$ cat src/pkg/rbc_pkg.sv
// constants for the binary-capable real-time clock block
package rbc_pkg;
  localparam int unsigned CLK_PERIOD_NS = 50;
  localparam int unsigned SUBTICK_PERIOD_NS = 3906250;
  localparam int unsigned TICK_CYCLES = SUBTICK_PERIOD_NS / CLK_PERIOD_NS;
  localparam int unsigned PRE_W = 17;
  localparam int unsigned CAP_SETS = 3;
  localparam int unsigned NUM_BYTES = 4;
  localparam int unsigned NUM_EVT = 5;
  // byte addresses of single registers
  localparam logic [7:0] ADR_CTRL_ONE = 8'h00;
  localparam logic [7:0] ADR_CTRL_TWO = 8'h04;
  localparam logic [7:0] ADR_CTRL_THREE = 8'h08;
  localparam logic [7:0] ADR_STATUS = 8'h0C;
  localparam logic [7:0] ADR_MASK = 8'h10;
  localparam logic [7:0] ADR_CAL_NOW = 8'h14;
  // 16-byte pages holding four byte registers each
  localparam logic [3:0] PG_CNT = 4'h2;
  localparam logic [3:0] PG_ALM = 4'h3;
  localparam logic [3:0] PG_AEN = 4'h4;
  localparam logic [3:0] PG_CAP0 = 4'h5;
  localparam logic [3:0] PG_CAP2 = 4'h7;
  localparam logic [1:0] CAP_PG_BASE = 2'h1;
  // control field positions and reset values
  localparam int unsigned CLKSEL_BIT = 0;
  localparam int unsigned RATE_LSB = 4;
  localparam int unsigned MODE_BIT = 0;
  localparam logic [3:0] RATE_RST = 4'h0;
  localparam logic [2:0] DRIVE_RST = 3'h0;
  localparam logic [3:0] RATE_MIN = 4'h6;
  localparam logic [8:0] FRAC_ONES = 9'h1FF;
  // status bit positions
  localparam int unsigned ST_ALM = 0;
  localparam int unsigned ST_PRD = 1;
  localparam int unsigned ST_CAP = 2;
  // sub-second counter taps
  localparam logic [7:0] SUB_MAX = 8'hFF;
  localparam int unsigned BIT_1HZ = 7;
  localparam int unsigned BIT_64HZ = 1;
  // calendar limits
  localparam logic [5:0] SEC_MAX = 6'h3B;
  localparam logic [5:0] MIN_MAX = 6'h3B;
  localparam logic [4:0] HOUR_MAX = 5'h17;
  localparam logic [4:0] DATE_MIN = 5'h01;
  localparam logic [4:0] DATE_MAX = 5'h1F;
  localparam logic [3:0] MON_MIN = 4'h1;
  localparam logic [3:0] MON_MAX = 4'hC;
endpackage

$ cat src/rtl/rbc_rtc.sv
// real-time clock with binary count, alarm, periodic irq and time capture
// Functional notes
// - rate code 6..15 gives 1/256 s to 2 s
// - alarm and periodic irq raise wake-up
// - edge on event pin captures time
// - calendar mode captures month, date, hour, minute, second
// - binary mode captures full 32-bit count
// - three capture sets of four bytes
// - binary count seen as four bytes
// - per byte alarm compare and enable registers
// - mode bit selects calendar or binary counting
// - select bit picks clock output frequency
// - 3-bit field drives oscillator drive lines
// - alarm in binary mode only, when all enabled bits match
// - binary mode counts seconds, plain 32 bits
// - clock output 1 Hz or 64 Hz
//
// Added by the designer: the Wishbone interface to the registers and the address map.
`timescale 1ns/1ns
module rbc_rtc #(
  parameter int unsigned TICK_DIV = rbc_pkg::TICK_CYCLES // clocks per 1/256 s
) (
  input wire logic clk_i, // system clock
  input wire logic rst_i, // sync reset, high
  input wire logic wb_cyc_i, // bus cycle
  input wire logic wb_stb_i, // strobe
  input wire logic wb_we_i, // write
  input wire logic [7:0] wb_adr_i, // byte address
  input wire logic [3:0] wb_sel_i, // byte lanes
  input wire logic [31:0] wb_dat_i, // write data
  output logic [31:0] wb_dat_o, // read data
  output logic wb_ack_o, // acknowledge
  input wire logic [2:0] capture_evt_i, // capture event pins
  output logic irq_o, // level interrupt
  output logic wakeup_o, // standby wake request
  output logic clock_out_pin_o, // 1 Hz / 64 Hz
  output logic [2:0] subosc_drive_level_o // oscillator drive
);
  logic req, wr, sub_tick, tick_d, sec_inc, sec_d, clksel, mode, prd_fire, alm_fire;
  logic [3:0] page, cnt_we, alm_we, aen_we, rate, rate_w, cal_mon;
  logic [1:0] bsel, capy;
  logic [rbc_pkg::PRE_W-1:0] pre;
  logic [7:0] sub;
  logic [31:0] bin_cnt, next_bin_cnt, alarm, alarm_en, cal_word, next_rdat;
  logic [5:0] cal_sec, cal_min;
  logic [4:0] cal_hr, cal_date;
  logic [2:0] drive, evt_q, cap_edge;
  logic [8:0] pmask, frac;
  logic [31:0] cap [rbc_pkg::CAP_SETS];
  logic [rbc_pkg::NUM_EVT-1:0] stat, mask, stat_clr, ev;

  // bus decode; writes land on the edge where the master sees ack
  assign req = wb_cyc_i & wb_stb_i;
  assign wr = req & wb_we_i & wb_ack_o & wb_sel_i[0];
  assign page = wb_adr_i[7:4];
  assign bsel = wb_adr_i[3:2];
  assign capy = 2'(wb_adr_i[5:4] - rbc_pkg::CAP_PG_BASE);
  assign cnt_we = (wr && page == rbc_pkg::PG_CNT) ? (4'h1 << bsel) : 4'h0;
  assign alm_we = (wr && page == rbc_pkg::PG_ALM) ? (4'h1 << bsel) : 4'h0;
  assign aen_we = (wr && page == rbc_pkg::PG_AEN) ? (4'h1 << bsel) : 4'h0;

  always_ff @(posedge clk_i) begin
    if (rst_i) begin
      wb_ack_o <= 1'b0;
    end else begin
      wb_ack_o <= req & ~wb_ack_o;
    end
  end

  // 1/256 s tick from the system clock
  always_ff @(posedge clk_i) begin
    if (rst_i) begin
      pre <= '0;
      sub_tick <= 1'b0;
    end else if (pre == rbc_pkg::PRE_W'(TICK_DIV - 1)) begin
      pre <= '0;
      sub_tick <= 1'b1;
    end else begin
      pre <= pre + 1'b1;
      sub_tick <= 1'b0;
    end
  end

  assign sec_inc = sub_tick && sub == rbc_pkg::SUB_MAX;

  always_ff @(posedge clk_i) begin
    if (rst_i) begin
      sub <= '0;
      tick_d <= 1'b0;
      sec_d <= 1'b0;
    end else begin
      if (sub_tick) begin
        sub <= sub + 1'b1;
      end
      tick_d <= sub_tick;
      sec_d <= sec_inc;
    end
  end

  // binary seconds; a byte write beats the increment for that byte
  always_comb begin
    next_bin_cnt = bin_cnt;
    if (mode && sec_inc) begin
      next_bin_cnt = bin_cnt + 1'b1;
    end
    for (int n = 0; n < rbc_pkg::NUM_BYTES; n++) begin
      if (cnt_we[n]) begin
        next_bin_cnt[n*8 +: 8] = wb_dat_i[7:0];
      end
    end
  end

  always_ff @(posedge clk_i) begin
    if (rst_i) begin
      bin_cnt <= '0;
    end else begin
      bin_cnt <= next_bin_cnt;
    end
  end

  // reduced calendar: 31-day months, 24-hour, binary fields
  always_ff @(posedge clk_i) begin
    if (rst_i) begin
      cal_sec <= '0;
      cal_min <= '0;
      cal_hr <= '0;
      cal_date <= rbc_pkg::DATE_MIN;
      cal_mon <= rbc_pkg::MON_MIN;
    end else if (!mode && sec_inc) begin
      if (cal_sec != rbc_pkg::SEC_MAX) begin
        cal_sec <= cal_sec + 1'b1;
      end else begin
        cal_sec <= '0;
        if (cal_min != rbc_pkg::MIN_MAX) begin
          cal_min <= cal_min + 1'b1;
        end else begin
          cal_min <= '0;
          if (cal_hr != rbc_pkg::HOUR_MAX) begin
            cal_hr <= cal_hr + 1'b1;
          end else begin
            cal_hr <= '0;
            if (cal_date != rbc_pkg::DATE_MAX) begin
              cal_date <= cal_date + 1'b1;
            end else begin
              cal_date <= rbc_pkg::DATE_MIN;
              cal_mon <= (cal_mon == rbc_pkg::MON_MAX) ? rbc_pkg::MON_MIN : cal_mon + 1'b1;
            end
          end
        end
      end
    end
  end

  assign cal_word = {6'h0, cal_mon, cal_date, cal_hr, cal_min, cal_sec};

  // control registers
  always_ff @(posedge clk_i) begin
    if (rst_i) begin
      clksel <= 1'b0;
      rate <= rbc_pkg::RATE_RST;
      mode <= 1'b0;
      drive <= rbc_pkg::DRIVE_RST;
    end else if (wr) begin
      if (wb_adr_i[7:2] == rbc_pkg::ADR_CTRL_ONE[7:2]) begin
        clksel <= wb_dat_i[rbc_pkg::CLKSEL_BIT];
        rate <= wb_dat_i[rbc_pkg::RATE_LSB +: 4];
      end
      if (wb_adr_i[7:2] == rbc_pkg::ADR_CTRL_TWO[7:2]) begin
        mode <= wb_dat_i[rbc_pkg::MODE_BIT];
      end
      if (wb_adr_i[7:2] == rbc_pkg::ADR_CTRL_THREE[7:2]) begin
        drive <= wb_dat_i[2:0];
      end
    end
  end

  // alarm compare and enable bytes
  always_ff @(posedge clk_i) begin
    if (rst_i) begin
      alarm <= '0;
      alarm_en <= '0;
    end else begin
      for (int n = 0; n < rbc_pkg::NUM_BYTES; n++) begin
        if (alm_we[n]) begin
          alarm[n*8 +: 8] <= wb_dat_i[7:0];
        end
        if (aen_we[n]) begin
          alarm_en[n*8 +: 8] <= wb_dat_i[7:0];
        end
      end
    end
  end

  // checked once per second, after the count has moved
  assign alm_fire = sec_d && mode && (((bin_cnt ^ alarm) & alarm_en) == '0);

  // periodic: fire when the low (code-6) bits of seconds.fraction are zero
  // codes below 6 are not legal; they simply never fire
  assign rate_w = rate - rbc_pkg::RATE_MIN;
  assign pmask = ~(rbc_pkg::FRAC_ONES << rate_w);
  assign frac = {(mode ? bin_cnt[0] : cal_sec[0]), sub};
  assign prd_fire = tick_d && rate >= rbc_pkg::RATE_MIN && (frac & pmask) == '0;

  // time capture, one set per event pin
  always_ff @(posedge clk_i) begin
    if (rst_i) begin
      evt_q <= '0;
    end else begin
      evt_q <= capture_evt_i;
    end
  end

  for (genvar g = 0; g < rbc_pkg::CAP_SETS; g++) begin : g_cap
    assign cap_edge[g] = capture_evt_i[g] & ~evt_q[g];
    always_ff @(posedge clk_i) begin
      if (rst_i) begin
        cap[g] <= '0;
      end else if (cap_edge[g]) begin
        cap[g] <= mode ? bin_cnt : cal_word;
      end
    end
  end

  // sticky status, write one to clear; a new event wins over the clear
  assign ev = {cap_edge, prd_fire, alm_fire};
  assign stat_clr = (wr && wb_adr_i[7:2] == rbc_pkg::ADR_STATUS[7:2]) ? wb_dat_i[rbc_pkg::NUM_EVT-1:0] : '0;

  always_ff @(posedge clk_i) begin
    if (rst_i) begin
      stat <= '0;
      mask <= '0;
    end else begin
      stat <= (stat & ~stat_clr) | ev;
      if (wr && wb_adr_i[7:2] == rbc_pkg::ADR_MASK[7:2]) begin
        mask <= wb_dat_i[rbc_pkg::NUM_EVT-1:0];
      end
    end
  end

  // outputs, all registered
  always_ff @(posedge clk_i) begin
    if (rst_i) begin
      irq_o <= 1'b0;
      wakeup_o <= 1'b0;
      clock_out_pin_o <= 1'b0;
      subosc_drive_level_o <= rbc_pkg::DRIVE_RST;
    end else begin
      irq_o <= |(stat & mask);
      wakeup_o <= |(stat[rbc_pkg::ST_PRD:rbc_pkg::ST_ALM] & mask[rbc_pkg::ST_PRD:rbc_pkg::ST_ALM]);
      clock_out_pin_o <= clksel ? sub[rbc_pkg::BIT_64HZ] : sub[rbc_pkg::BIT_1HZ];
      subosc_drive_level_o <= drive;
    end
  end

  // read mux; unmapped addresses read zero
  always_comb begin
    next_rdat = '0;
    if (page == rbc_pkg::PG_CNT) begin
      next_rdat[7:0] = bin_cnt[bsel*8 +: 8];
    end else if (page == rbc_pkg::PG_ALM) begin
      next_rdat[7:0] = alarm[bsel*8 +: 8];
    end else if (page == rbc_pkg::PG_AEN) begin
      next_rdat[7:0] = alarm_en[bsel*8 +: 8];
    end else if (page >= rbc_pkg::PG_CAP0 && page <= rbc_pkg::PG_CAP2) begin
      next_rdat[7:0] = cap[capy][bsel*8 +: 8];
    end else begin
      unique case (wb_adr_i[7:2])
        rbc_pkg::ADR_CTRL_ONE[7:2]: begin
          next_rdat[rbc_pkg::RATE_LSB +: 4] = rate;
          next_rdat[rbc_pkg::CLKSEL_BIT] = clksel;
        end
        rbc_pkg::ADR_CTRL_TWO[7:2]: next_rdat[rbc_pkg::MODE_BIT] = mode;
        rbc_pkg::ADR_CTRL_THREE[7:2]: next_rdat[2:0] = drive;
        rbc_pkg::ADR_STATUS[7:2]: next_rdat[rbc_pkg::NUM_EVT-1:0] = stat;
        rbc_pkg::ADR_MASK[7:2]: next_rdat[rbc_pkg::NUM_EVT-1:0] = mask;
        rbc_pkg::ADR_CAL_NOW[7:2]: next_rdat = cal_word;
        default: next_rdat = '0;
      endcase
    end
  end

  always_ff @(posedge clk_i) begin
    if (rst_i) begin
      wb_dat_o <= '0;
    end else if (req && !wb_ack_o) begin
      wb_dat_o <= next_rdat;
    end
  end
endmodule // rbc_rtc

$ cat config.mk
export PLATFORM = sky130hd
export DESIGN_NAME = rbc_rtc
export DESIGN_NICKNAME = d
export VERILOG_FILES = /design/src/pkg/rbc_pkg.sv /design/src/rtl/rbc_rtc.sv
export SDC_FILE = /design/constraint.sdc
export NUM_CORES = 1
export LEC_CHECK = 0
export BUFFER_PORTS_ARGS = -buffer_cell sky130_fd_sc_hd__buf_2
export CAP_MARGIN = 20
export CORE_ASPECT_RATIO = 1.25
export CORE_MARGIN = 2
export CORE_UTILIZATION = 30
export CTS_CLUSTER_SIZE = 30
export DETAILED_ROUTE_END_ITERATION = 6
export RECOVER_POWER = 50
export SKIP_LAST_GASP = 1
export SLEW_MARGIN = 5
export SYNTH_ARGS = -nofsm -noshare
export SYNTH_HDL_FRONTEND = slang
export SYNTH_SLANG_ARGS = --single-unit
$ cat constraint.sdc
create_clock -name clk_i -period 7.3 [get_ports clk_i]
set_input_delay 1.46 -clock clk_i [delete_from_list [all_inputs] [get_ports clk_i]]
set_output_delay 1.46 -clock clk_i [all_outputs]
set_load 0.01 [all_outputs]
==> results.md <==
- maximum fanout along the worst path: 22
- signal arrival time at the worst endpoint: 4.52 ns
- top post-synthesis cells by area: sky130_fd_sc_hd__dfxtp_1 (28%), sky130_fd_sc_hd__edfxtp_1 (20%), sky130_fd_sc_hd__nor2_1 (5.7%)
- total standard cell area after synthesis: 14500 µm²
- clock input transition at the sequential cells of the worst setup and hold paths: 0.06 ns
- synth cell count leaders: sky130_fd_sc_hd__nor2_1 (221), sky130_fd_sc_hd__dfxtp_1 (205), sky130_fd_sc_hd__nand2_1 (156), sky130_fd_sc_hd__a21oi_1 (112), sky130_fd_sc_hd__nand3_1 (101)
- Inserted Clock Buffers: 30
- post-synthesis cell count: 1528
- root buffer cell: sky130_fd_sc_hd__clkbuf_16
- transition at the pin with the smallest max-transition slack: 2.00 ns
- shortest period the worst path allows: 4.12 ns
- part of the power in the clock network: 0.451
- top_reg_cell synth: sky130_fd_sc_hd__dfxtp_1
- detailed-route via count: 11900
- net switching component of the power: 0.818 mW
- Post-synth ARST share: 0
- chip width: 201 µm
- drt drc: 0
- detailed-routing iteration count for the pre-antenna-repair pass: 5
- leakage power figure: 5.78 nW
- share of the synthesized area in the top cell type: 0.282
- sort of element at the start of the critical path: primary input
- critical path class: primary input to flop
- global-route wire length before repair: 67800 µm
- post-synthesis to final-layout area growth: 12.4%
- Net count, final: 1592
- run status: finished with violations
- Post-Place Worst Slack: 2.65 ns
- Period Utilization, post-route: 0.564
- antenna violations before repair: 3
- Clock Skew: 0.0180 ns
- total I/O pin count: 91
- Yosys top cell by area: sky130_fd_sc_hd__dfxtp_1
- worst setup slack after layout: 3.18 ns
- wirelength, routed: 44500 µm
- Inst Count DP: 2133
- Resized cells post-CTS: 0
- max_cap viols: 7
- CP required: 7.71 ns
- count of port buffers added during placement: 55
- Reg power frac: 0.495
- Synth Warn #: 0
- number of hold buffers added after cts: 0
- drt initial violations: 1194
- number of H-tree levels: 1
- clock latency reported for the late side of the worst-skew pair: 0.58 ns
- Max Transition Viols Final: 232
- clock tree from TritonCTS: built
- sinks on the clock net: 301
- overall power consumption: 3.58 mW
- number of nets still failing antenna checks after routing: 0
- count of cell types in the netlist: 67
- Die Area: 50200 µm²
- Power Dens Cells: 219 nW/µm²
- Filler Cells Inserted: 4920
- total overflow reported by the global router: 0
- unrepaired setup endpoints after global routing: false
- wire per inst: 20.3 µm
- maximum number of pins on one net before global-route repair: 98
- final hold violation count: 0
- cell with the most instances after synthesis: sky130_fd_sc_hd__nor2_1
- slew margin rel.: -0.337
- number of failing setup endpoints in the final timing report: 0
- antenna cell count: 0
- Post-DP HPWL: 31400 µm
- weighted congestion reported at the end of routability-driven placement: 0.946
- standard-cell row count: 90
- Synth Register Bits: 301
- post-CTS setup buffers: 0
- die height: 250 µm
- accumulated negative setup slack: 0 ns
- switching part of the total: 0.228
- fraction of the yosys area taken by sequential cells: 0.481
- fraction of layout cells with a size suffix above 1: 0.117
- Peak supply drop: 0.000134 V
- Final Instance Count excl. Fillers: 2189
- type of element capturing the critical path: flop
- via count of the first global-routing pass: 11300
- utilization after layout: 0.340
- average cell area after synthesis: 9.51 µm²
- number of enable flip-flop cells after synthesis: 96
- Core ar.: 48100 µm²
- clock tree buffer depth: 3
- effective utilization at floorplan: 0.302
- internal power component: 2.76 mW
- Hold Crit Class: flop to flop
- failing checks: max-capacitance violations, max-slew violations
- vias per cell: 5.42
- timing-limited maximum frequency: 243 MHz
- total routing usage reported by global routing: 0.172
- portion of total power attributed to combinational logic: 0.054
==> worst paths after layout <==
| kind | slack [ns] | startpoint | to | cells after the start |
|---|---|---|---|---|
| max | 3.18 | wb_adr_i[4] | alarm_en[21] | 9 |
| min | 0.47 | alarm_en[15] | alarm_en[15] | 2 |
| max reg2reg | 4.01 | wb_ack_o | wb_dat_o[14] | 5 |
| min reg2reg | 0.47 | alarm_en[15] | alarm_en[15] | 2 |
==> kinds of logic after synthesis <==
logic type / share of synthesized area
xor+xnor: 0.0573
fa+ha+maj: 0.0164
other cells: 0.000258
flops: 0.481
mux: 0.0917
simple gates: 0.200
compound gates: 0.118
buf+inv: 0.0360
==> sequential cells by signal, indices dropped and copies added (netlist names), 6 cells and up <==
| register | flops |
|---|---|
| bin_cnt | 32 |
| wb_dat_o | 26 |
| pre | 17 |
| alarm_en | 32 |
| sub | 8 |
| alarm | 32 |
| cal_sec | 6 |
| cap | 96 |
| cal_min | 6 |
==> critical path: stages <==
cell and delay (ns):
sky130_fd_sc_hd__buf_2 0.30, sky130_fd_sc_hd__inv_1 0.44, sky130_fd_sc_hd__ha_1 0.41, sky130_fd_sc_hd__nand2_1 0.36, sky130_fd_sc_hd__nor2_2 0.79, sky130_fd_sc_hd__buf_4 0.34, sky130_fd_sc_hd__nand2_1 0.20, sky130_fd_sc_hd__nand2_1 0.12
sky130_fd_sc_hd__a21oi_1 0.07
==> stage by stage <==
stage               instance area (µm²)  hold WS, ns
floorplan                         14500        0.442
global placement                  15300        0.459
detailed placement                15300        0.464
CTS                               16400        0.473
global route                      16300        0.494
finish                            16300        0.473
==> cells in the final DEF, fill, tap and decap left out, types with 5 or more instances in the layout <==
master                      instances
sky130_fd_sc_hd__clkinv_2           8
sky130_fd_sc_hd__buf_2             54
sky130_fd_sc_hd__nor2_1           219
sky130_fd_sc_hd__o22ai_1           12
sky130_fd_sc_hd__clkbuf_1          10
sky130_fd_sc_hd__and4_1             5
sky130_fd_sc_hd__nand3b_1           9
sky130_fd_sc_hd__buf_4             12
sky130_fd_sc_hd__mux4_2            29
sky130_fd_sc_hd__o21ai_0           24
sky130_fd_sc_hd__conb_1             6
sky130_fd_sc_hd__a21oi_1          112
sky130_fd_sc_hd__nor3_1            15
sky130_fd_sc_hd__a221oi_1          11
sky130_fd_sc_hd__xnor2_1           26
sky130_fd_sc_hd__and2_1             9
sky130_fd_sc_hd__dfxtp_1          204
sky130_fd_sc_hd__nand4_1           32
sky130_fd_sc_hd__and3_1            16
sky130_fd_sc_hd__nand2_1          156
sky130_fd_sc_hd__a22oi_1           40
sky130_fd_sc_hd__edfxtp_1          96
sky130_fd_sc_hd__nor4_1             5
sky130_fd_sc_hd__xor2_1            69
sky130_fd_sc_hd__a211oi_1          26
sky130_fd_sc_hd__clkbuf_8           8
sky130_fd_sc_hd__mux2_2            15
sky130_fd_sc_hd__nand3_1          101
sky130_fd_sc_hd__nor2b_1           12
sky130_fd_sc_hd__nand2b_1          10
sky130_fd_sc_hd__inv_1             13
sky130_fd_sc_hd__mux2i_1           51
sky130_fd_sc_hd__ha_1              19
sky130_fd_sc_hd__a221o_1           11
sky130_fd_sc_hd__clkbuf_16         32
==> power by group through the flow <==
stage | Sequential (mW) | Clock (mW) | Combinational [mW]
after floorplan | 1.81 | 0 | 0.127
after CTS | 1.77 | 1.64 | 0.193
after global routing | 1.78 | 1.71 | 0.206
final | 1.77 | 1.62 | 0.192
after detailed placement | 1.81 | 0 | 0.192
after global placement | 1.81 | 0 | 0.191
==> area by class of cell <==
class / instances / area, µm² / share of cell area
clock inverter: 12 / 123 / 0.00751
clock buffer: 44 / 926 / 0.0567
tap: 644 / 806 / 0.0493
sequential: 301 / 6990 / 0.428
inverter: 13 / 48.8 / 0.00299
timing repair buffer: 73 / 394 / 0.0241
multi-input combinational: 1102 / 7050 / 0.431
==> layer usage <==
layer  track usage  vias up  routed length [µm]
met1         0.219     5834               18200
li1              -     5462                   -
met4        0.0832        6                2060
met5             0        -                  28
met3        0.0220      112                2860
met2         0.289      460               21300
(Power assumes the default switching activity.)
